`src/adc_ctrl_pkg.sv`:
```
// constants for the conversion control block: register map, fields, timing
// assumes a 32-bit apb slave at word-aligned offsets
package adc_ctrl_pkg;
  // register byte offsets
  localparam logic [11:0] CTRL_OFF = 12'h000;
  localparam logic [11:0] CHAN_OFF = 12'h004;
  localparam logic [11:0] RESULT_OFF = 12'h008;
  localparam logic [11:0] STATUS_OFF = 12'h00C;
  localparam logic [11:0] MASK_OFF = 12'h010;
  localparam logic [11:0] DAC_OFF = 12'h014;
  // control word fields
  localparam int SPEED_LSB = 10;
  localparam int ACQ_LSB = 8;
  localparam int START_EN_BIT = 7;
  localparam int BUSY_EN_BIT = 6;
  localparam int POWER_BIT = 5;
  localparam int MODE_LSB = 3;
  localparam int TYPE_LSB = 0;
  localparam logic [15:0] CTRL_RESET = 16'h0600;
  localparam logic [15:0] CTRL_WMASK = 16'h1FFF;
  // conversion modes
  localparam logic [1:0] MODE_SINGLE = 2'h0;
  localparam logic [1:0] MODE_DIFF = 2'h1;
  localparam logic [1:0] MODE_PSEUDO = 2'h2;
  // conversion types
  localparam logic [2:0] TYPE_PIN = 3'h0;
  localparam logic [2:0] TYPE_TMR_A = 3'h1;
  localparam logic [2:0] TYPE_TMR_B = 3'h2;
  localparam logic [2:0] TYPE_SINGLE = 3'h3;
  localparam logic [2:0] TYPE_CONT = 3'h4;
  localparam logic [2:0] TYPE_PLA = 3'h5;
  // timing
  localparam logic [2:0] TEMP_SPEED = 3'h5;
  localparam logic [1:0] TEMP_ACQ = 2'h3;
  localparam logic [4:0] EXTRA_CLOCKS = 5'h13;
  localparam int RES_BITS = 12;
  localparam int RES_LSB = 16;
  localparam logic [3:0] TEMP_CHANNEL = 4'hF;
  // status bits
  localparam int ST_DONE = 0;
  localparam int ST_OVR = 1;
endpackage : adc_ctrl_pkg

```
`src/sar_step.sv`:
```
// successive approximation register: one bit trial per step
// assumes the comparator answer is valid when step is high
`timescale 1ns/10ps
module sar_step #(
  parameter int WIDTH = 12
) (
  input wire logic pclk,
  input wire logic presetn,
  input wire logic load,
  input wire logic step,
  input wire logic comp_high,
  output logic [WIDTH-1:0] trial,
  output logic done
);
  logic [WIDTH-1:0] bit_ptr;
  logic [WIDTH-1:0] next_trial;
  logic [WIDTH-1:0] next_bit_ptr;

  // keep the bit under test only if the input is at or above the trial level
  always_comb begin
    next_trial = trial;
    next_bit_ptr = bit_ptr;
    if (load) begin
      next_trial = {1'b1, {(WIDTH-1){1'b0}}};
      next_bit_ptr = {1'b1, {(WIDTH-1){1'b0}}};
    end else if (step && bit_ptr != '0) begin
      next_trial = (comp_high ? trial : (trial & ~bit_ptr)) | (bit_ptr >> 1);
      next_bit_ptr = bit_ptr >> 1;
    end
  end

  always_ff @(posedge pclk or negedge presetn) begin
    if (!presetn) begin
      trial <= '0;
      bit_ptr <= '0;
    end else begin
      trial <= next_trial;
      bit_ptr <= next_bit_ptr;
    end
  end

  assign done = (bit_ptr == '0);
endmodule : sar_step

```
`src/sar_adc_conversion_control.sv`:
```
// conversion control around a 12-bit sar converter, apb register access
// assumes a comparator input, trigger pulses synchronous to pclk, one clock
`timescale 1ns/10ps
module sar_adc_conversion_control #(
  parameter int RES_W = 12
) (
  input wire logic pclk,
  input wire logic presetn,
  input wire logic psel,
  input wire logic penable,
  input wire logic pwrite,
  input wire logic [11:0] paddr,
  input wire logic [31:0] pwdata,
  output logic [31:0] prdata,
  output logic pready,
  output logic pslverr,
  input wire logic external_convert_trigger_pin_n,
  input wire logic programmable_logic_array_trigger,
  input wire logic general_timer_a_overflow,
  input wire logic general_timer_b_overflow,
  input wire logic comp_high,
  output logic [3:0] mux_channel,
  output logic sample_hold,
  output logic [RES_W-1:0] dac_trial,
  output logic power_up,
  output logic busy_pin,
  output logic [31:0] dac_output_word,
  output logic irq
);
  typedef enum logic [1:0] {IDLE, ACQUIRE, CONVERT} conv_state_t;

  conv_state_t state, next_state;
  logic [15:0] converter_control_word, next_ctrl;
  logic [3:0] channel, next_channel;
  logic [31:0] conversion_result_word, next_result;
  logic [1:0] status, next_status, mask, next_mask;
  logic [31:0] next_dac;
  logic [31:0] next_prdata;
  logic [4:0] tick_cnt, next_tick_cnt;
  logic [4:0] phase_cnt, next_phase_cnt;
  logic running, next_running;
  logic pin_prev, next_pin_prev;
  logic [3:0] conv_channel, next_conv_channel;
  logic sar_load, sar_step_en, sar_done;
  logic [RES_W-1:0] sar_trial;
  logic wr, rd, tick, trigger, done_pulse;
  logic [2:0] eff_speed;
  logic [1:0] eff_acq;
  logic [4:0] acq_clocks;

  // divider code to terminal count of the clock prescaler
  function automatic logic [4:0] div_limit(input logic [2:0] code);
    unique case (code)
      3'h0: div_limit = 5'h00;
      3'h1: div_limit = 5'h01;
      3'h2: div_limit = 5'h03;
      3'h3: div_limit = 5'h07;
      3'h4: div_limit = 5'h0F;
      default: div_limit = 5'h1F; // 101/110/111 treated as slowest
    endcase
  endfunction : div_limit

  // format a raw sample into the shared 32-bit data word layout
  function automatic logic [31:0] pack_word(input logic [RES_W-1:0] raw,
                                            input logic [1:0] mode);
    logic [RES_W-1:0] code;
    code = raw;
    if (mode == adc_ctrl_pkg::MODE_DIFF)
      code = {~raw[RES_W-1], ~raw[RES_W-1], raw[RES_W-2:1]}; // twos, >>1 keeps sign
    pack_word = {{4{(mode == adc_ctrl_pkg::MODE_DIFF) & code[RES_W-1]}}, code,
                 16'h0000};
  endfunction : pack_word

  sar_step #(.WIDTH(RES_W)) u_sar (
    .pclk(pclk),
    .presetn(presetn),
    .load(sar_load),
    .step(sar_step_en),
    .comp_high(comp_high),
    .trial(sar_trial),
    .done(sar_done)
  );

  assign wr = psel & penable & pwrite;
  assign rd = psel & ~penable & ~pwrite;
  // comparator must see the trial of this very step, not last cycle's copy
  assign dac_trial = sar_trial;

  // temperature channel overrides user timing whenever conv_channel holds it, idle or converting
  always_comb begin
    eff_speed = converter_control_word[adc_ctrl_pkg::SPEED_LSB +: 3];
    eff_acq = converter_control_word[adc_ctrl_pkg::ACQ_LSB +: 2];
    if (conv_channel == adc_ctrl_pkg::TEMP_CHANNEL) begin
      eff_speed = adc_ctrl_pkg::TEMP_SPEED;
      eff_acq = adc_ctrl_pkg::TEMP_ACQ;
    end
    acq_clocks = 5'(5'h02 << eff_acq);
  end

  // trigger selection by conversion type; a control write decodes its own word
  always_comb begin
    unique case (next_ctrl[adc_ctrl_pkg::TYPE_LSB +: 3])
      adc_ctrl_pkg::TYPE_PIN: trigger = pin_prev & ~external_convert_trigger_pin_n;
      adc_ctrl_pkg::TYPE_TMR_A: trigger = general_timer_a_overflow;
      adc_ctrl_pkg::TYPE_TMR_B: trigger = general_timer_b_overflow;
      adc_ctrl_pkg::TYPE_PLA: trigger = programmable_logic_array_trigger;
      adc_ctrl_pkg::TYPE_SINGLE, adc_ctrl_pkg::TYPE_CONT:
        trigger = wr && paddr == adc_ctrl_pkg::CTRL_OFF && pwdata[adc_ctrl_pkg::START_EN_BIT];
      default: trigger = 1'b0;
    endcase
  end

  // conversion sequencer and clock prescaler
  always_comb begin
    next_state = state;
    next_tick_cnt = tick_cnt;
    next_phase_cnt = phase_cnt;
    next_running = running;
    next_conv_channel = conv_channel;
    next_pin_prev = external_convert_trigger_pin_n;
    sar_load = 1'b0;
    sar_step_en = 1'b0;
    done_pulse = 1'b0;
    tick = (tick_cnt >= div_limit(eff_speed));
    next_tick_cnt = tick ? 5'h00 : 5'(tick_cnt + 5'h01);
    unique case (state)
      IDLE: begin
        next_tick_cnt = 5'h00;
        next_conv_channel = channel; // user timing back after temperature
        if (next_ctrl[adc_ctrl_pkg::POWER_BIT] &&
            (running || (trigger && next_ctrl[adc_ctrl_pkg::START_EN_BIT]))) begin
          next_state = ACQUIRE; // start enable gates a launch from a trigger; a running continuous mode relaunches without it
          next_phase_cnt = 5'h00;
          next_running = running |
            (next_ctrl[adc_ctrl_pkg::TYPE_LSB +: 3] == adc_ctrl_pkg::TYPE_CONT);
        end
      end
      ACQUIRE: if (tick) begin
        next_phase_cnt = 5'(phase_cnt + 5'h01);
        if (phase_cnt + 5'h01 >= acq_clocks) begin
          next_state = CONVERT;
          next_phase_cnt = 5'h00;
          sar_load = 1'b1;
        end
      end
      CONVERT: if (tick) begin
        next_phase_cnt = 5'(phase_cnt + 5'h01);
        sar_step_en = 1'b1;
        if (phase_cnt + 5'h01 >= adc_ctrl_pkg::EXTRA_CLOCKS) begin
          next_state = IDLE; // 19 clocks of trial and write-back
          done_pulse = sar_done;
        end
      end
    endcase
    // power down or leaving continuous type ends the run, a conversion in flight still finishes; clearing start enable alone does not
    if (!next_ctrl[adc_ctrl_pkg::POWER_BIT] ||
        next_ctrl[adc_ctrl_pkg::TYPE_LSB +: 3] != adc_ctrl_pkg::TYPE_CONT)
      next_running = 1'b0;
  end

  // control word; kept apart so launch logic can see a write in flight
  always_comb begin
    next_ctrl = converter_control_word;
    if (wr && paddr == adc_ctrl_pkg::CTRL_OFF)
      next_ctrl = pwdata[15:0] & adc_ctrl_pkg::CTRL_WMASK;
  end

  // register writes, result capture and sticky status
  always_comb begin
    next_channel = channel;
    next_mask = mask;
    next_dac = dac_output_word;
    next_result = conversion_result_word;
    next_status = status;
    if (wr) begin
      unique case (paddr)
        adc_ctrl_pkg::CHAN_OFF: next_channel = pwdata[3:0];
        adc_ctrl_pkg::STATUS_OFF: next_status = status & ~pwdata[1:0];
        adc_ctrl_pkg::MASK_OFF: next_mask = pwdata[1:0];
        adc_ctrl_pkg::DAC_OFF: next_dac = {pwdata[31:16], 16'h0000};
        default: ;
      endcase
    end
    if (done_pulse) begin
      next_result = pack_word(sar_trial,
                              converter_control_word[adc_ctrl_pkg::MODE_LSB +: 2]);
      next_status[adc_ctrl_pkg::ST_DONE] = 1'b1; // set wins over clear
      if (status[adc_ctrl_pkg::ST_DONE])
        next_status[adc_ctrl_pkg::ST_OVR] = 1'b1;
    end
  end

  // read mux, sampled in setup so data is ready at the access edge
  always_comb begin
    next_prdata = prdata;
    if (rd) begin
      unique case (paddr)
        adc_ctrl_pkg::CTRL_OFF: next_prdata = {16'h0000, converter_control_word};
        adc_ctrl_pkg::CHAN_OFF: next_prdata = {28'h0000000, channel};
        adc_ctrl_pkg::RESULT_OFF: next_prdata = conversion_result_word;
        adc_ctrl_pkg::STATUS_OFF: next_prdata = {30'h00000000, status};
        adc_ctrl_pkg::MASK_OFF: next_prdata = {30'h00000000, mask};
        adc_ctrl_pkg::DAC_OFF: next_prdata = dac_output_word;
        default: next_prdata = 32'h00000000;
      endcase
    end
  end

  always_ff @(posedge pclk or negedge presetn) begin
    if (!presetn) begin
      state <= IDLE;
      tick_cnt <= 5'h00;
      phase_cnt <= 5'h00;
      running <= 1'b0;
      conv_channel <= 4'h0;
      pin_prev <= 1'b1;
      converter_control_word <= adc_ctrl_pkg::CTRL_RESET;
      channel <= 4'h0;
      mask <= 2'h0;
      status <= 2'h0;
      dac_output_word <= 32'h00000000;
      conversion_result_word <= 32'h00000000;
      prdata <= 32'h00000000;
      pready <= 1'b0;
      pslverr <= 1'b0;
      mux_channel <= 4'h0;
      sample_hold <= 1'b0;
      power_up <= 1'b0;
      busy_pin <= 1'b0;
      irq <= 1'b0;
    end else begin
      state <= next_state;
      tick_cnt <= next_tick_cnt;
      phase_cnt <= next_phase_cnt;
      running <= next_running;
      conv_channel <= next_conv_channel;
      pin_prev <= next_pin_prev;
      converter_control_word <= next_ctrl;
      channel <= next_channel;
      mask <= next_mask;
      status <= next_status;
      dac_output_word <= next_dac;
      conversion_result_word <= next_result;
      prdata <= next_prdata;
      pready <= psel & ~penable; // no wait state, ready in the first access cycle
      pslverr <= 1'b0;
      mux_channel <= next_conv_channel;
      sample_hold <= (next_state == ACQUIRE);
      power_up <= next_ctrl[adc_ctrl_pkg::POWER_BIT];
      busy_pin <= next_ctrl[adc_ctrl_pkg::BUSY_EN_BIT] & (next_state != IDLE);
      irq <= |(next_status & next_mask);
    end
  end

  // completion flag must follow any result update
  a_result_flag: assert property (@(posedge pclk) disable iff (!presetn)
    (conversion_result_word != $past(conversion_result_word)) |->
      status[adc_ctrl_pkg::ST_DONE]) else $error("result changed without done flag");
  // temperature conversion runs at divide 32 and 16 acquire clocks
  a_temp_timing: assert property (@(posedge pclk) disable iff (!presetn)
    (conv_channel == adc_ctrl_pkg::TEMP_CHANNEL) |->
      (eff_speed == 3'h5 && acq_clocks == 5'h10)) else $error("temperature timing wrong");
  // user timing returns when idle on a plain channel
  a_user_timing: assert property (@(posedge pclk) disable iff (!presetn)
    (state == IDLE && channel != 4'hF) ##1 (conv_channel != 4'hF) |->
      eff_speed == converter_control_word[12:10]) else $error("user timing not restored");
  // result field sign bits match
  a_sign_ext: assert property (@(posedge pclk) disable iff (!presetn)
    conversion_result_word[31:28] == {4{conversion_result_word[27]}} ||
    conversion_result_word[31:28] == 4'h0) else $error("sign extension broken");
  // no launch without power
  a_power_gate: assert property (@(posedge pclk) disable iff (!presetn)
    $rose(sample_hold) |-> power_up) else $error("acquire while powered down");
  // a fresh launch needs the start bit in the control word it runs under
  a_start_gate: assert property (@(posedge pclk) disable iff (!presetn)
    (state == IDLE && next_state == ACQUIRE && !running) |->
      next_ctrl[adc_ctrl_pkg::START_EN_BIT]) else $error("launch without start enable");
  // irq mirrors masked status
  a_irq_level: assert property (@(posedge pclk) disable iff (!presetn)
    ##1 irq == |($past(next_status) & $past(next_mask))) else $error("irq mismatch");
  // every result has zero low half
  a_low_zero: assert property (@(posedge pclk) disable iff (!presetn)
    conversion_result_word[15:0] == 16'h0000) else $error("low half not zero");
  // acquisition lasts at least two converter clocks
  a_acq_min: assert property (@(posedge pclk) disable iff (!presetn)
    $rose(sample_hold) |-> sample_hold [*2]) else $error("acquisition too short");
endmodule : sar_adc_conversion_control

```
`config.mk`:
```
export PLATFORM = sky130hd
export DESIGN_NAME = sar_adc_conversion_control
export DESIGN_NICKNAME = d
export VERILOG_FILES = /design/src/adc_ctrl_pkg.sv /design/src/sar_step.sv /design/src/sar_adc_conversion_control.sv
export SDC_FILE = /design/constraint.sdc
export NUM_CORES = 1
export LEC_CHECK = 0
export BUFFER_PORTS_ARGS = -buffer_cell sky130_fd_sc_hd__buf_2
export CAP_MARGIN = 25
export CORE_MARGIN = 5
export CORE_UTILIZATION = 30
export DETAILED_ROUTE_END_ITERATION = 16
export MAX_ROUTING_LAYER = met4
export PLACE_DENSITY = 0.51
export SLEW_MARGIN = 0
export SYNTH_ARGS = -nofsm -noshare
export SYNTH_HDL_FRONTEND = slang
export SYNTH_HIERARCHICAL = 1
export SYNTH_SLANG_ARGS = --single-unit
```
`constraint.sdc`:
```
create_clock -name pclk -period 5.8 [get_ports pclk]
set_input_delay 0.58 -clock pclk [delete_from_list [all_inputs] [get_ports pclk]]
set_output_delay 0.58 -clock pclk [all_outputs]
set_load 0.05 [all_outputs]
```
# [Word level (Yosys, flattened, before mapping)]
# Index checks and enable logic that the tools add are counted.
[totals] latch_bits=0 in_bits=54 ramBits=0 ff_bits=129 wordCells=135 rom_bits=0 mem_count=0 out_inout_bits=86
[op_classes] order_cmp=3 n_reduce_logical=24 n_mux=43 bitwise=18 eq_ne=23 multipliers=0 shift=1 div=0 addsub=2
[op_table] op="case mux 32 bit (6 select lines)" count=1
[op_table] op="2-to-1 mux 12 bit" count=7
[op_table] op="2-to-1 mux 5 bit" count=6
[op_table] op="case mux 5 bit (5 select lines)" count=1
[op_table] op="== test 12 x 4 -> 1 bit, second input constant" count=2
[op_table] op="== test 12 x 5 -> 1 bit, second input constant" count=2
[op_table] op="logical NOT 12 bit" count=2
[op_table] op="2-to-1 mux 2 bit" count=11
[op_table] op="case mux 5 bit (3 select lines)" count=1
[op_table] op="AND 12 bit" count=1
[op_table] op="== test 12 x 3 -> 1 bit, second input constant" count=1
[op_table] op="== test 3 x 2 -> 1 bit, second input constant" count=4
[op_table] op="2-to-1 mux 1 bit" count=12
[op_table] op="NOT 12 bit" count=1
[op_table] op="bitwise OR 12 x 11 -> 12 bit" count=1
[op_table] op="nonzero test 12 bit" count=1
[op_table] op="adder 5 x 1 -> 5 bit, second input constant" count=2
[op_table] op="greater-or-equal comparator 5 bit" count=2
[op_table] op="== test 3 bit, second input constant" count=3
[op_table] op="2-to-1 mux 8 bit" count=1
[op_table] op="nonzero test 2 bit" count=4
[op_table] op="AND 1 bit" count=7
[op_table] op="== test 2 x 1 -> 1 bit, second input constant" count=3
[op_table] op="== test 3 x 1 -> 1 bit, second input constant" count=2
[op_table] op="other kinds (21)" count=36

# [Depth between registers and ports, before layout]
# Gate-level depths: netlist of run 1.
[logic_depth] word_depth=14 ltp_mapped=13 ltp_nobuf=11

# [Modules after synthesis]
# The synthesis of run 1 kept the hierarchy.
[modules_own_cells] mod="sar_adc_conversion_control" instances=1 cells_each=472 area_each_um2=5046.1
[modules_own_cells] mod="sar_step" instances=1 cells_each=95 area_each_um2=1107.3

# [Worst setup path before layout of run 1]
# No wires, ideal clock.
[synth_path] kind="register to register" startpoint="register conv_channel[2]" endpoint="register sample_hold" t_arrival_ns=2.907 setup_time_ns=0.077 required_time_ns=5.723 stages_incl_launch_ff=13 path_slack_ns=2.815 path_cell_list="dfrtp_1 > and4_1 > clkbuf_1 > nor2_1 > nand2_1 > ha_1 > nand2b_1 > a211oi_1 > o31ai_1 > a21boi_0 > o32a_1 > or2_2 > a21oi_1"
[synth_via] elab_chain_len=8 elab_cells_between_ends=17 classes_between="2 x order compare; 6 x eq/ne; 1 x shift; 7 x mux; 1 x reduce/logical"
[synth_lines] item="start, declared" line_no="sar_adc_conversion_control.sv:43" source="logic [3:0] conv_channel, next_conv_channel;"
[synth_lines] item="start signal, assigned" line_no="sar_adc_conversion_control.sv:236" source="conv_channel <= next_conv_channel;"
[synth_lines] item="== test 4 bit (*)" line_no="sar_adc_conversion_control.sv:93" source="if (conv_channel == adc_ctrl_pkg::TEMP_CHANNEL) begin"
[synth_lines] item="2-to-1 mux 3 bit or 2-to-1 mux 2 bit (tied branches)" line_no="sar_adc_conversion_control.sv:93"
[synth_lines] item="== test 3 bit (tied with other cells)" line_no="sar_adc_conversion_control.sv:53" source="unique case (code)"
[synth_lines] item="case mux 5 bit (5 select lines) or greater-or-equal comparator 5 bit (tied branches)" line_no="sar_adc_conversion_control.sv:53, sar_adc_conversion_control.sv:140"
[synth_lines] item="greater-or-equal comparator 5 bit or 2-to-1 mux 2 bit (tied branches)" line_no="sar_adc_conversion_control.sv:124, sar_adc_conversion_control.sv:140"
[synth_lines] item="2-to-1 mux 2 bit (on tied branches)" line_no="sar_adc_conversion_control.sv:146, sar_adc_conversion_control.sv:138"
[synth_lines] item="case mux 2 bit (3 select lines) (*)" line_no="sar_adc_conversion_control.sv:126" source="unique case (state)"
[synth_lines] item="== test 2 x 1 -> 1 bit (*)" line_no="sar_adc_conversion_control.sv:248" source="sample_hold <= (next_state == ACQUIRE);"
[synth_lines] item="end signal, assigned" line_no="sar_adc_conversion_control.sv:248"
[synth_lines] item="end, declared" line_no="sar_adc_conversion_control.sv:23" source="output logic sample_hold,"
# Every way passes the cells marked *; elsewhere a longest branch is shown, timed or not.
# A chain may end at the register's enable or synchronous reset.

# [Worst setup path after layout of run 1]
[layout_path] startpoint="register conv_channel[2]" endpoint="register u_sar.trial[2]"
[layout_via] elab_chain_len=9 elab_cells_between_ends=20 classes_between="2 x order compare; 5 x eq/ne; 1 x shift; 9 x mux; 3 x reduce/logical"
[layout_lines] item="== test 4 bit (*)" line_no="sar_adc_conversion_control.sv:93"
[layout_lines] item="2-to-1 mux 3 bit (*)" line_no="sar_adc_conversion_control.sv:93"
[layout_lines] item="== test 3 bit (tied with other cells)" line_no="sar_adc_conversion_control.sv:53"
[layout_lines] item="case mux 5 bit (5 select lines) (*)" line_no="sar_adc_conversion_control.sv:53"
[layout_lines] item="greater-or-equal comparator 5 bit (*)" line_no="sar_adc_conversion_control.sv:124" source="tick = (tick_cnt >= div_limit(eff_speed));"
[layout_lines] item="2-to-1 mux 1 bit (*)" line_no="sar_adc_conversion_control.sv:146" source="CONVERT: if (tick) begin"
[layout_lines] item="2-to-1 mux 1 bit (*)" line_no="sar_adc_conversion_control.sv:126"
[layout_lines] item="net sar_step_en" line_no="sar_adc_conversion_control.sv:44" source="logic sar_load, sar_step_en, sar_done;"
[layout_lines] item="logical AND 1 bit (*)" line_no="sar_step.sv:26" source="end else if (step && bit_ptr != '0) begin"
[layout_lines] item="nonzero test 2 bit (no source line) (*)"
[layout_lines] item="end signal, assigned" line_no="sar_step.sv:37" source="trial <= next_trial;"
[layout_lines] item="end, declared" line_no="sar_step.sv:12" source="output logic [WIDTH-1:0] trial,"
# The timed path passes the listed nets; every way through them passes the cells marked *.

==> flow_metrics.env, run 1 <==
export IMPL_die_h_um=153
export IMPL_yosysUniqueCellTypes=66
export IMPL_required_ns=6.07
export IMPL_avgSynthCellArea_sq_um=10.9
export IMPL_critPathMaxStageDelay_ns=0.64
export IMPL_critical_path_cell_chain="and4_1 > nor2_1 > nand2_1 > ha_1 > nand2b_1 > a211oi_1 > o31ai_1 > and2_1 > buf_4 > nor2b_4 > a311oi_2"
export IMPL_multi_input_area_sq_um=2720
export IMPL_syn_area_sq_um=6150
export IMPL_vias=4540
export IMPL_async_flop_share_pct=100
export IMPL_core_area_sq_um=20200
export IMPL_cp_slowest_cell="and2_1"
export IMPL_synth_edf_count=0
export IMPL_first_pass_iters=4
export IMPL_synth_warnings=6
export IMPL_synth_top_cell_by_area="dfrtp_1"
export IMPL_crit_family="simple AND/OR/NAND/NOR gates"
export IMPL_grt_max_degree=68
export IMPL_ctsLongestPathBuffers=2
export IMPL_path_class="register to register"
export IMPL_final_cells=962
export IMPL_cts_buffers=17
export IMPL_cts_hold_buf=0
export IMPL_max_slew_margin_pct=43.9
export IMPL_die_x_um=153
export IMPL_rsz0062_at_grt="no"
export IMPL_clk_pin_slew_ns=0.06
export IMPL_power_density_nw_per_um2=316
export IMPL_synthFlopType="dfrtp_1"
export IMPL_hold_viol=0
export IMPL_place_hpwl_mm=11.1
export IMPL_setup_tns_ns=0
export IMPL_htree_levels=4
export IMPL_io_pins=140
export IMPL_track_usage_pct=13.5
export IMPL_grt_pass1_vias=4769
export IMPL_tightest_slew_ns=0.842
export IMPL_setup_viol=0
export IMPL_place_area_sq_um=6870
export IMPL_worst_hold_path_type="input pin to asynchronous set/reset pin"
export IMPL_fin_nets=749
export IMPL_crit_path_end_kind="register"
export IMPL_post_route_cell_area_sq_um=7460
export IMPL_r2r_start="conv_channel[2]$_DFFE_PN0P_"
export IMPL_gp_congestion=0.769
export IMPL_cts_sinks=125
export IMPL_syn_inst=567
export IMPL_antenna_found_initial=0
export IMPL_drt_iter0_drc=235
export IMPL_dp_cells=929
export IMPL_drive_gt1_share_pct=31.5
export IMPL_period_needed_ns=3.57
export IMPL_cts_tree="yes"
export IMPL_synth_seq_cells=125
export IMPL_skew_ns=0.00641
export IMPL_finalCritPeriodShare_pct=61.5
export IMPL_rows=52
export IMPL_drt_vias_per_instance=4.72
export IMPL_yosys_top_cells_area="dfrtp_1, mux2_2, nand2_1"
export IMPL_startpoint="conv_channel[2]$_DFFE_PN0P_"
export IMPL_port_buffers=116
export IMPL_finalMaxSlewViolations=0
export IMPL_dieArea_sq_um=23500
export IMPL_outcome="finished, final reports clean"
export IMPL_ctsResizeCount=0
export IMPL_grt_first_pass_wirelength_mm=25.1
export IMPL_peakVddDrop_mv=0.137
export IMPL_cts_setup_buffers=0
export IMPL_wl_mm=14.9
export IMPL_setup_ws_ns=2.23
export IMPL_cp_start_kind="register"
export IMPL_maxCapViolCount=0
export IMPL_drc=0
export IMPL_crit_path_max_fanout=21
export IMPL_drt_antenna_violating_nets=0
export IMPL_start_util_pct=30.4
export IMPL_nFillCells=1994
export IMPL_crit_buf_inv=1
export IMPL_timing_hold_ws_ns=0.228
export IMPL_seq_area_sq_um=3130
export IMPL_gr_total_overflow=0
export IMPL_place_ws_ns=2.20
export IMPL_area_growth_pct=21.3
export IMPL_diodes=0
export IMPL_p_leak_nw=3.70
export IMPL_wl_per_cell_um=15.5
export IMPL_clk_insertion_delay_late_ns=0.41
export IMPL_ys_seq_area_share_pct=50.9
export IMPL_synth_top_cell_area_share_pct=49.6
export IMPL_clock_root_buffer="clkbuf_16"
export IMPL_worstPathArrival_ns=3.83
export IMPL_fmax_ghz=0.280
==> routing by layer <==
layer	vias to the layer above	global-route usage, %	wire [um]
li1	2227	-	-
met1	2202	16.6	6770
met2	102	21.3	7260
met3	9	4.04	698
met4	0	4.24	184
met5	-	-	0
==> layout make-up <==
type	instances	area share (%)
Timing Repair Buffer	122	8.68
Clock inverter	15	1.89
Clock buffer	17	5.70
Multi-Input combinational cell	397	36.4
Sequential cell	125	42.0
Tap cell	270	4.53
Inverter	16	0.805
==> per-stage QoR <==
stage,utilization [%],power (mW)
final,36.9,2.36
after global routing,36.9,2.47
after CTS,36.8,2.39
after detailed placement,34.0,1.36
after global placement,34.0,1.35
after floorplan,-,1.26
==> Yosys cell counts, drive strengths merged (4+ instances only) <==
library cell / count
or3: 4
o21ai: 36
o31ai: 4
inv: 16
buf: 32
mux2i: 14
nand3: 6
a21oi: 37
nand2b: 16
nor2b: 6
a311oi: 11
dfrtp: 122
nor2: 25
a22oi: 12
a211oi: 5
and3: 4
clkbuf: 16
and2: 6
nand2: 74
ha: 16
a22o: 9
nor3: 7
xor2: 5
mux2: 37
==> sequential cells by signal, summed over array words and instances, names as in the netlist, 2 cells and up <==
name	count
dac_output_word	16
state	2
conversion_result_word	13
status	2
channel	4
prdata	29
phase_cnt	5
mask	2
u_sar/trial	12
u_sar/bit_ptr	12
tick_cnt	5
conv_channel	4
converter_control_word	13
==> cells in the final DEF (no fill, tap or decap), types with 5 or more instances in the layout <==
cell,count
dfrtp_1,122
buf_2,115
nand2_1,74
mux2_2,37
a21oi_1,37
o21ai_0,33
nor2_1,25
conb_1,20
clkbuf_16,17
inv_1,16
nand2b_1,16
ha_1,16
mux2i_1,14
a22oi_1,12
a311oi_2,10
a22o_1,9
nand3_1,6
and2_1,6
buf_4,6
nor2b_1,5
a211oi_1,5
xor2_1,5
==> where the power goes <==
part	internal, mW	switching (mW)	total, mW
clock	0.596	0.420	1.02
combinational	0.118	0.256	0.373
sequential	0.917	0.0523	0.969
==> kinds of logic (layout without fill, tap and decap cells) <==
family	count (synthesis)	after routing	synth area share (%)
mux	51	51	9.05
other cells	1	20	0.0609
buf+inv	64	170	6.06
xor+xnor	6	6	0.854
compound gates	138	138	16.0
simple gates	166	166	13.8
fa+ha+maj	16	16	3.25
flops	125	125	50.9
==> worst register-to-register path: stages, from the launching register on <==
cell and delay (ns):
dfrtp_1 0.39, and4_1 0.29, nor2_1 0.15, nand2_1 0.07, ha_1 0.26, nand2b_1 0.10
a211oi_1 0.08, o31ai_1 0.55, and2_1 0.64, buf_4 0.31, nor2b_4 0.41, a311oi_2 0.16
==> worst paths after layout <==
check                                                  endpoint  slack (ns)  depth (start not counted)
min in group pclk                            pin_prev$_DFF_PN1_        0.28                          1
worst min register to register            prdata[0]$_DFFE_PN0P_        0.47                          2
worst min-delay path                      tick_cnt[4]$_DFF_PN0_        0.23                          1
worst max-delay path                 u_sar/trial[2]$_DFFE_PN0P_        2.23                         11
worst max register to register       u_sar/trial[2]$_DFFE_PN0P_        2.23                         11
max in group asynchronous       dac_output_word[20]$_DFFE_PN0P_        4.25                          2
No activity file was read; power rests on OpenSTA's default activity.
==> run 2: changes to the inputs <==
--- a/config.mk
+++ b/config.mk
@@ -11,7 +11,7 @@
 export CORE_UTILIZATION = 30
 export DETAILED_ROUTE_END_ITERATION = 16
 export MAX_ROUTING_LAYER = met4
-export PLACE_DENSITY = 0.51
+export PLACE_DENSITY = 0.53
 export SLEW_MARGIN = 0
 export SYNTH_ARGS = -nofsm -noshare
 export SYNTH_HDL_FRONTEND = slang
==> constraint.sdc (replaced) <==
create_clock -name pclk -period 2.91 [get_ports pclk]
set_input_delay 0.291 -clock pclk [delete_from_list [all_inputs] [get_ports pclk]]
set_output_delay 0.291 -clock pclk [all_outputs]
set_load 0.05 [all_outputs]
==> run 2 against run 1 <==
  * Maximum frequency is 28% higher
  * Via count is 2.6% higher
  * Global-route usage is 0.28 points higher
  * Critical path depth stayed put
  * Register-to-register slack worse by 2.1 ns
  * Cell area is 3.1% higher
  * Sequential share of layout area is 1.3 points lower
  * First-iteration DRC count is 17% lower
  * Combinational power is 110% higher
  * Worst setup slack worse by 2.1 ns
  * Critical path type unchanged
  * Largest cell class unchanged
  * Largest power group unchanged
  * Highest routed layer unchanged
==> flow_metrics.env, run 2 (same netlist as run 1, synthesis figures left out) <==
export IMPL_outcome="finished, final reports clean"
export IMPL_drt_antenna_violating_nets=0
export IMPL_final_cell_mix="dfrtp_1, buf_2, nand2_1"
export IMPL_peakVddDrop_mv=0.367
export IMPL_drive_gt1_share_pct=33.1
export IMPL_top_register="prdata"
export IMPL_p_clk_share_pct=45.4
export IMPL_cts_sinks=125
export IMPL_power_internal_mw=3.57
export IMPL_setup_viol=0
export IMPL_p_leak_nw=3.83
export IMPL_reg2reg_depth=11
export IMPL_dieArea_sq_um=23500
export IMPL_wl_mm=15.4
export IMPL_worstHoldStart="penable"
export IMPL_io_pins=140
export IMPL_fin_nets=765
export IMPL_period_needed_ns=2.79
export IMPL_drt_iter0_drc=196
export IMPL_htree_levels=4
export IMPL_first_pass_iters=6
export IMPL_gr_total_overflow=0
export IMPL_required_ns=3.25
export IMPL_finalMaxSlewViolations=0
export IMPL_p_total_mw=4.95
export IMPL_top_regs="prdata (29), dac_output_word (16)"
export IMPL_grt_first_pass_wirelength_mm=25.6
export IMPL_track_usage_pct=13.7
export IMPL_port_buffers=116
export IMPL_area_growth_pct=25.1
export IMPL_skew_ns=0.00569
export IMPL_maxCapViolCount=0
export IMPL_tightest_slew_ns=0.721
export IMPL_startpoint="conv_channel[2]$_DFFE_PN0P_"
export IMPL_antenna_found_initial=0
export IMPL_cts_tree="yes"
export IMPL_combPwrFrac_pct=15.6
export IMPL_start_util_pct=30.4
export IMPL_post_route_cell_area_sq_um=7700
export IMPL_crit_path_max_fanout=5
export IMPL_rsz0062_at_grt="no"
export IMPL_drt_vias_per_instance=4.76
export IMPL_switchingPower_mw=1.38
export IMPL_max_slew_margin_pct=51.9
export IMPL_place_area_sq_um=7000
export IMPL_worstPathArrival_ns=3.14
export IMPL_grt_max_degree=66
export IMPL_die_x_um=153
export IMPL_finalCritPeriodShare_pct=96.0
export IMPL_clk_insertion_delay_late_ns=0.41
export IMPL_fmax_ghz=0.358
export IMPL_hold_viol=0
export IMPL_cp_start_kind="register"
export IMPL_setup_tns_ns=0
export IMPL_crit_path_end_kind="register"
export IMPL_drc=0
export IMPL_clk_pin_slew_ns=0.06
export IMPL_cts_buffers=17
export IMPL_gp_congestion=0.839
export IMPL_rows=52
export IMPL_clock_root_buffer="clkbuf_16"
export IMPL_path_class="register to register"
export IMPL_r2r_start="conv_channel[2]$_DFFE_PN0P_"
export IMPL_grt_pass1_vias=4862
export IMPL_diodes=0
export IMPL_place_hpwl_mm=11.4
export IMPL_vias=4659
export IMPL_power_density_nw_per_um2=643
export IMPL_worst_hold_path_type="input pin to register"
export IMPL_die_h_um=153
export IMPL_seqPwrFrac_pct=39.0
export IMPL_ctsLongestPathBuffers=2
export IMPL_largest_register_ffs=29
export IMPL_worstHoldPathCells=2
export IMPL_core_area_sq_um=20200
export IMPL_wl_per_cell_um=15.7
export IMPL_final_common_cell="dfrtp_1"
export IMPL_swShare_pct=27.9
run 2: cell types whose count changed in the layout (fill, tap and decap cells not counted), moves of 2 or more:
cell           delta
buf_4            +11
buf_12            +4
inv_8             -2
bufinv_16         +3
inv_6             -2
dlygate4sd3_1     +2
clkbuf_1          +3
clkbuf_8          +2
clkinvlp_4        -2
run 2: area by class of cell:
cell class / instances / area, sq um
Timing Repair Buffer: 138 / 803
Inverter: 16 / 60.1
Fill cell: 1992 / 12500
Clock inverter: 10 / 163
Multi-Input combinational cell: 397 / 2740
Tap cell: 270 / 338
Sequential cell: 125 / 3130
Clock buffer: 22 / 464
run 2: stage by stage:
step,setup WS (ns),utilization [%],hold slack (ns),cells
4_1_cts,0.0386,37.8,0.0554,974
5_1_grt,0.00300,38.0,0.0624,978
3_5_place_dp,0.0489,34.6,0.311,940
3_3_place_gp,0.0804,34.6,0.297,940
6_report,0.117,38.0,0.0710,978
2_1_floorplan,0.00632,-,-0.00459,586
run 2: repair_timing:
item                                    in CTS  in global routing
buffers inserted                             0                  4
endpoints found under the hold margin       34                  0
endpoints found under the setup margin       0                 23
hold buffers                                 2                  0
gates resized for setup                      0                  5
run 2: critical path: stages, from the launching register on:
cell and delay, ns:
dfrtp_1 0.39, and4_4 0.22, buf_4 0.14, or3b_2 0.44, ha_1 0.29, o21a_1 0.10
o211ai_1 0.26, and2_4 0.20, nor3_1 0.04, o32a_1 0.20, or2_2 0.29, a21oi_2 0.14
run 2: worst paths after layout:
kind                                                to  slack, ns
setup reg to reg                 sample_hold$_DFF_PN0_       0.12
setup / recovery                 sample_hold$_DFF_PN0_       0.12
hold reg to reg                 prdata[31]$_DFFE_PN0P_       0.48
hold / removal                        pready$_DFF_PN0_       0.07
min in group asynchronous        prdata[6]$_DFFE_PN0P_       0.39
max in group asynchronous  conv_channel[1]$_DFFE_PN0P_       1.78
run 2: layer usage:
| metal | track usage, % | wire (um) |
|---|---|---|
| met1 | 17.0 | 6830 |
| met5 | - | 0 |
| met4 | 4.29 | 196 |
| met3 | 3.62 | 720 |
| met2 | 22.1 | 7640 |
run 2: power groups by stage:
| stage | Combinational (mW) | Clock [mW] | Sequential [mW] |
|---|---|---|---|
| floorplan | 0.408 | 0 | 2.10 |
| global placement | 0.744 | 0 | 1.96 |
| detailed placement | 0.762 | 0 | 1.96 |
| CTS | 0.766 | 2.30 | 1.93 |
| global route | 0.841 | 2.37 | 1.94 |
| finish | 0.772 | 2.25 | 1.93 |
==> run 3: changes to the inputs <==
--- a/config.mk
+++ b/config.mk
@@ -11,7 +11,7 @@
 export CORE_UTILIZATION = 30
 export DETAILED_ROUTE_END_ITERATION = 16
 export MAX_ROUTING_LAYER = met4
-export PLACE_DENSITY = 0.53
+export PLACE_DENSITY = 0.6
 export SLEW_MARGIN = 0
 export SYNTH_ARGS = -nofsm -noshare
 export SYNTH_HDL_FRONTEND = slang
==> constraint.sdc (replaced) <==
create_clock -name pclk -period 3 [get_ports pclk]
set_input_delay 0.3 -clock pclk [delete_from_list [all_inputs] [get_ports pclk]]
set_output_delay 0.3 -clock pclk [all_outputs]
set_load 0.05 [all_outputs]
==> run 3 against run 2 <==
  * Wire length shrank 4.1%
  * Cell area down 0.47%
  * Total power down 1.2%
  * First-iteration DRC count up 14%
  * Sequential power fell by 3%
  * Cell count down 0.31%
  * Register-to-register slack improved by 0.19 ns
  * Core utilization decreased by 0.18 points
  * Global-route usage shrank 0.72 points
  * Maximum frequency rose by 3.7%
  * Combinational power is 6.9% lower
  * Largest power group unchanged
==> flow_metrics.env, run 3 (same netlist as run 1, synthesis figures left out) <==
export IMPL_diodes=0
export IMPL_worstHoldStart="penable"
export IMPL_final_common_cell="dfrtp_1"
export IMPL_switchingPower_mw=1.34
export IMPL_fin_nets=762
export IMPL_start_util_pct=30.4
export IMPL_htree_levels=4
export IMPL_setup_ws_ns=0.306
export IMPL_cp_start_kind="register"
export IMPL_worstPathArrival_ns=3.03
export IMPL_combPwrFrac_pct=14.7
export IMPL_antenna_found_initial=0
export IMPL_vias=4539
export IMPL_grt_max_degree=99
export IMPL_skew_ns=0.00745
export IMPL_grt_first_pass_wirelength_mm=24.3
export IMPL_place_hpwl_mm=10.8
export IMPL_finalMaxSlewViolations=0
export IMPL_clk_insertion_delay_late_ns=0.42
export IMPL_drc=0
export IMPL_cts_tree="yes"
export IMPL_drt_antenna_violating_nets=0
export IMPL_io_pins=140
export IMPL_path_class="register to register"
export IMPL_dp_cells=939
export IMPL_gp_congestion=0.788
export IMPL_largest_register_ffs=29
export IMPL_final_cell_mix="dfrtp_1, buf_2, nand2_1"
export IMPL_first_pass_iters=4
export IMPL_hold_viol=0
export IMPL_r2r_start="conv_channel[2]$_DFFE_PN0P_"
export IMPL_ctsLongestPathBuffers=2
export IMPL_cts_buffers=17
export IMPL_fmax_ghz=0.371
export IMPL_rows=52
export IMPL_top_register="prdata"
export IMPL_crit_path_max_fanout=8
export IMPL_core_area_sq_um=20200
export IMPL_worst_hold_path_type="input pin to register"
export IMPL_wl_per_cell_um=15.1
export IMPL_seqPwrFrac_pct=38.5
export IMPL_area_growth_pct=24.5
export IMPL_gr_total_overflow=0
export IMPL_maxCapViolCount=0
export IMPL_clk_pin_slew_ns=0.06
export IMPL_die_h_um=153
export IMPL_setup_tns_ns=0
export IMPL_post_route_cell_area_sq_um=7660
export IMPL_power_internal_mw=3.54
export IMPL_max_slew_margin_pct=50.5
export IMPL_die_x_um=153
export IMPL_p_leak_nw=3.82
export IMPL_place_ws_ns=0.212
export IMPL_startpoint="conv_channel[2]$_DFFE_PN0P_"
export IMPL_finalCritPeriodShare_pct=89.8
export IMPL_clock_root_buffer="clkbuf_16"
export IMPL_required_ns=3.34
export IMPL_nFillCells=1999
export IMPL_port_buffers=116
export IMPL_track_usage_pct=13.0
export IMPL_dieArea_sq_um=23500
export IMPL_top_regs="prdata (29), dac_output_word (16)"
export IMPL_p_clk_share_pct=46.8
export IMPL_grt_pass1_vias=4537
export IMPL_drt_vias_per_instance=4.66
export IMPL_drt_iter0_drc=224
export IMPL_crit_path_end_kind="register"
export IMPL_period_needed_ns=2.69
export IMPL_place_area_sq_um=6970
export IMPL_tightest_slew_ns=0.743
export IMPL_wl_mm=14.8
export IMPL_rsz0062_at_grt="no"
export IMPL_cts_sinks=125
export IMPL_swShare_pct=27.5
export IMPL_drive_gt1_share_pct=32.3
export IMPL_peakVddDrop_mv=0.399
export IMPL_final_cells=975
export IMPL_outcome="finished, final reports clean"
export IMPL_setup_viol=0
export IMPL_power_density_nw_per_um2=638
run 3: cell types whose count changed in the layout (fill, tap and decap cells not counted), moves of 2 or more:
cell      delta
buf_12       -2
clkbuf_1     -2
clkinv_2     +2
clkinv_4     -2
run 3: per-stage QoR:
| step | util, % | power, mW | hold slack [ns] |
|---|---|---|---|
| global route | 37.9 | 5.09 | 0.0577 |
| CTS | 37.8 | 4.94 | 0.0464 |
| floorplan | - | 2.43 | 0.00441 |
| detailed placement | 34.4 | 2.63 | 0.242 |
| global placement | 34.4 | 2.63 | 0.245 |
| finish | 37.9 | 4.89 | 0.0692 |
run 3: area by class of cell:
cell class                 count  area, sq um  area share (%)
multi-input combinational    397         2720            35.5
inverter                      16         60.1           0.784
tap                          270          338            4.41
clock buffer                  21          470            6.14
sequential                   125         3130            40.9
clock inverter                11          186            2.43
timing repair buffer         135          756            9.86
run 3: worst paths after layout:
path | cells past startpoint | slack [ns] | end
worst max register to register | 11 | 0.31 | sample_hold$_DFF_PN0_
worst min-delay path | 2 | 0.07 | pready$_DFF_PN0_
worst max-delay path | 11 | 0.31 | sample_hold$_DFF_PN0_
worst min register to register | 2 | 0.48 | prdata[1]$_DFFE_PN0P_
min in group asynchronous | 2 | 0.35 | dac_output_word[28]$_DFFE_PN0P_
max in group asynchronous | 3 | 1.80 | converter_control_word[9]$_DFFE_PN1N_
run 3: power by group through the flow:
stage / Sequential (mW) / Clock [mW] / Combinational, mW
global route: 1.90 / 2.41 / 0.784
floorplan: 2.03 / 0 / 0.396
global placement: 1.91 / 0 / 0.720
detailed placement: 1.91 / 0 / 0.722
CTS: 1.88 / 2.33 / 0.728
finish: 1.88 / 2.29 / 0.719
run 3: per-layer routing:
layer	global-route usage (%)	vias to the layer above	share of wire, %
met3	3.42	17	4.5
met4	4.45	0	1.4
li1	-	2242	-
met1	16.0	2190	45
met2	20.9	90	49
met5	-	-	0
run 3: critical path, stage by stage (launching register included):
cell and delay [ns]:
dfrtp_1 0.39, and4_1 0.29, nor2_1 0.15, nand2_1 0.07, ha_1 0.26, nand2b_1 0.14
a211oi_1 0.31, o31a_1 0.30, nor3_1 0.09, o32a_1 0.20, or2_2 0.28, a21oi_1 0.15
run 3: what timing repair did:
item | 4_1_cts | 5_1_grt
endpoints found under the hold margin | 27 | 0
buffers inserted | 0 | 2
gates resized for setup | 0 | 0
hold buffers | 2 | 0
setup endpoints to repair | 0 | 13
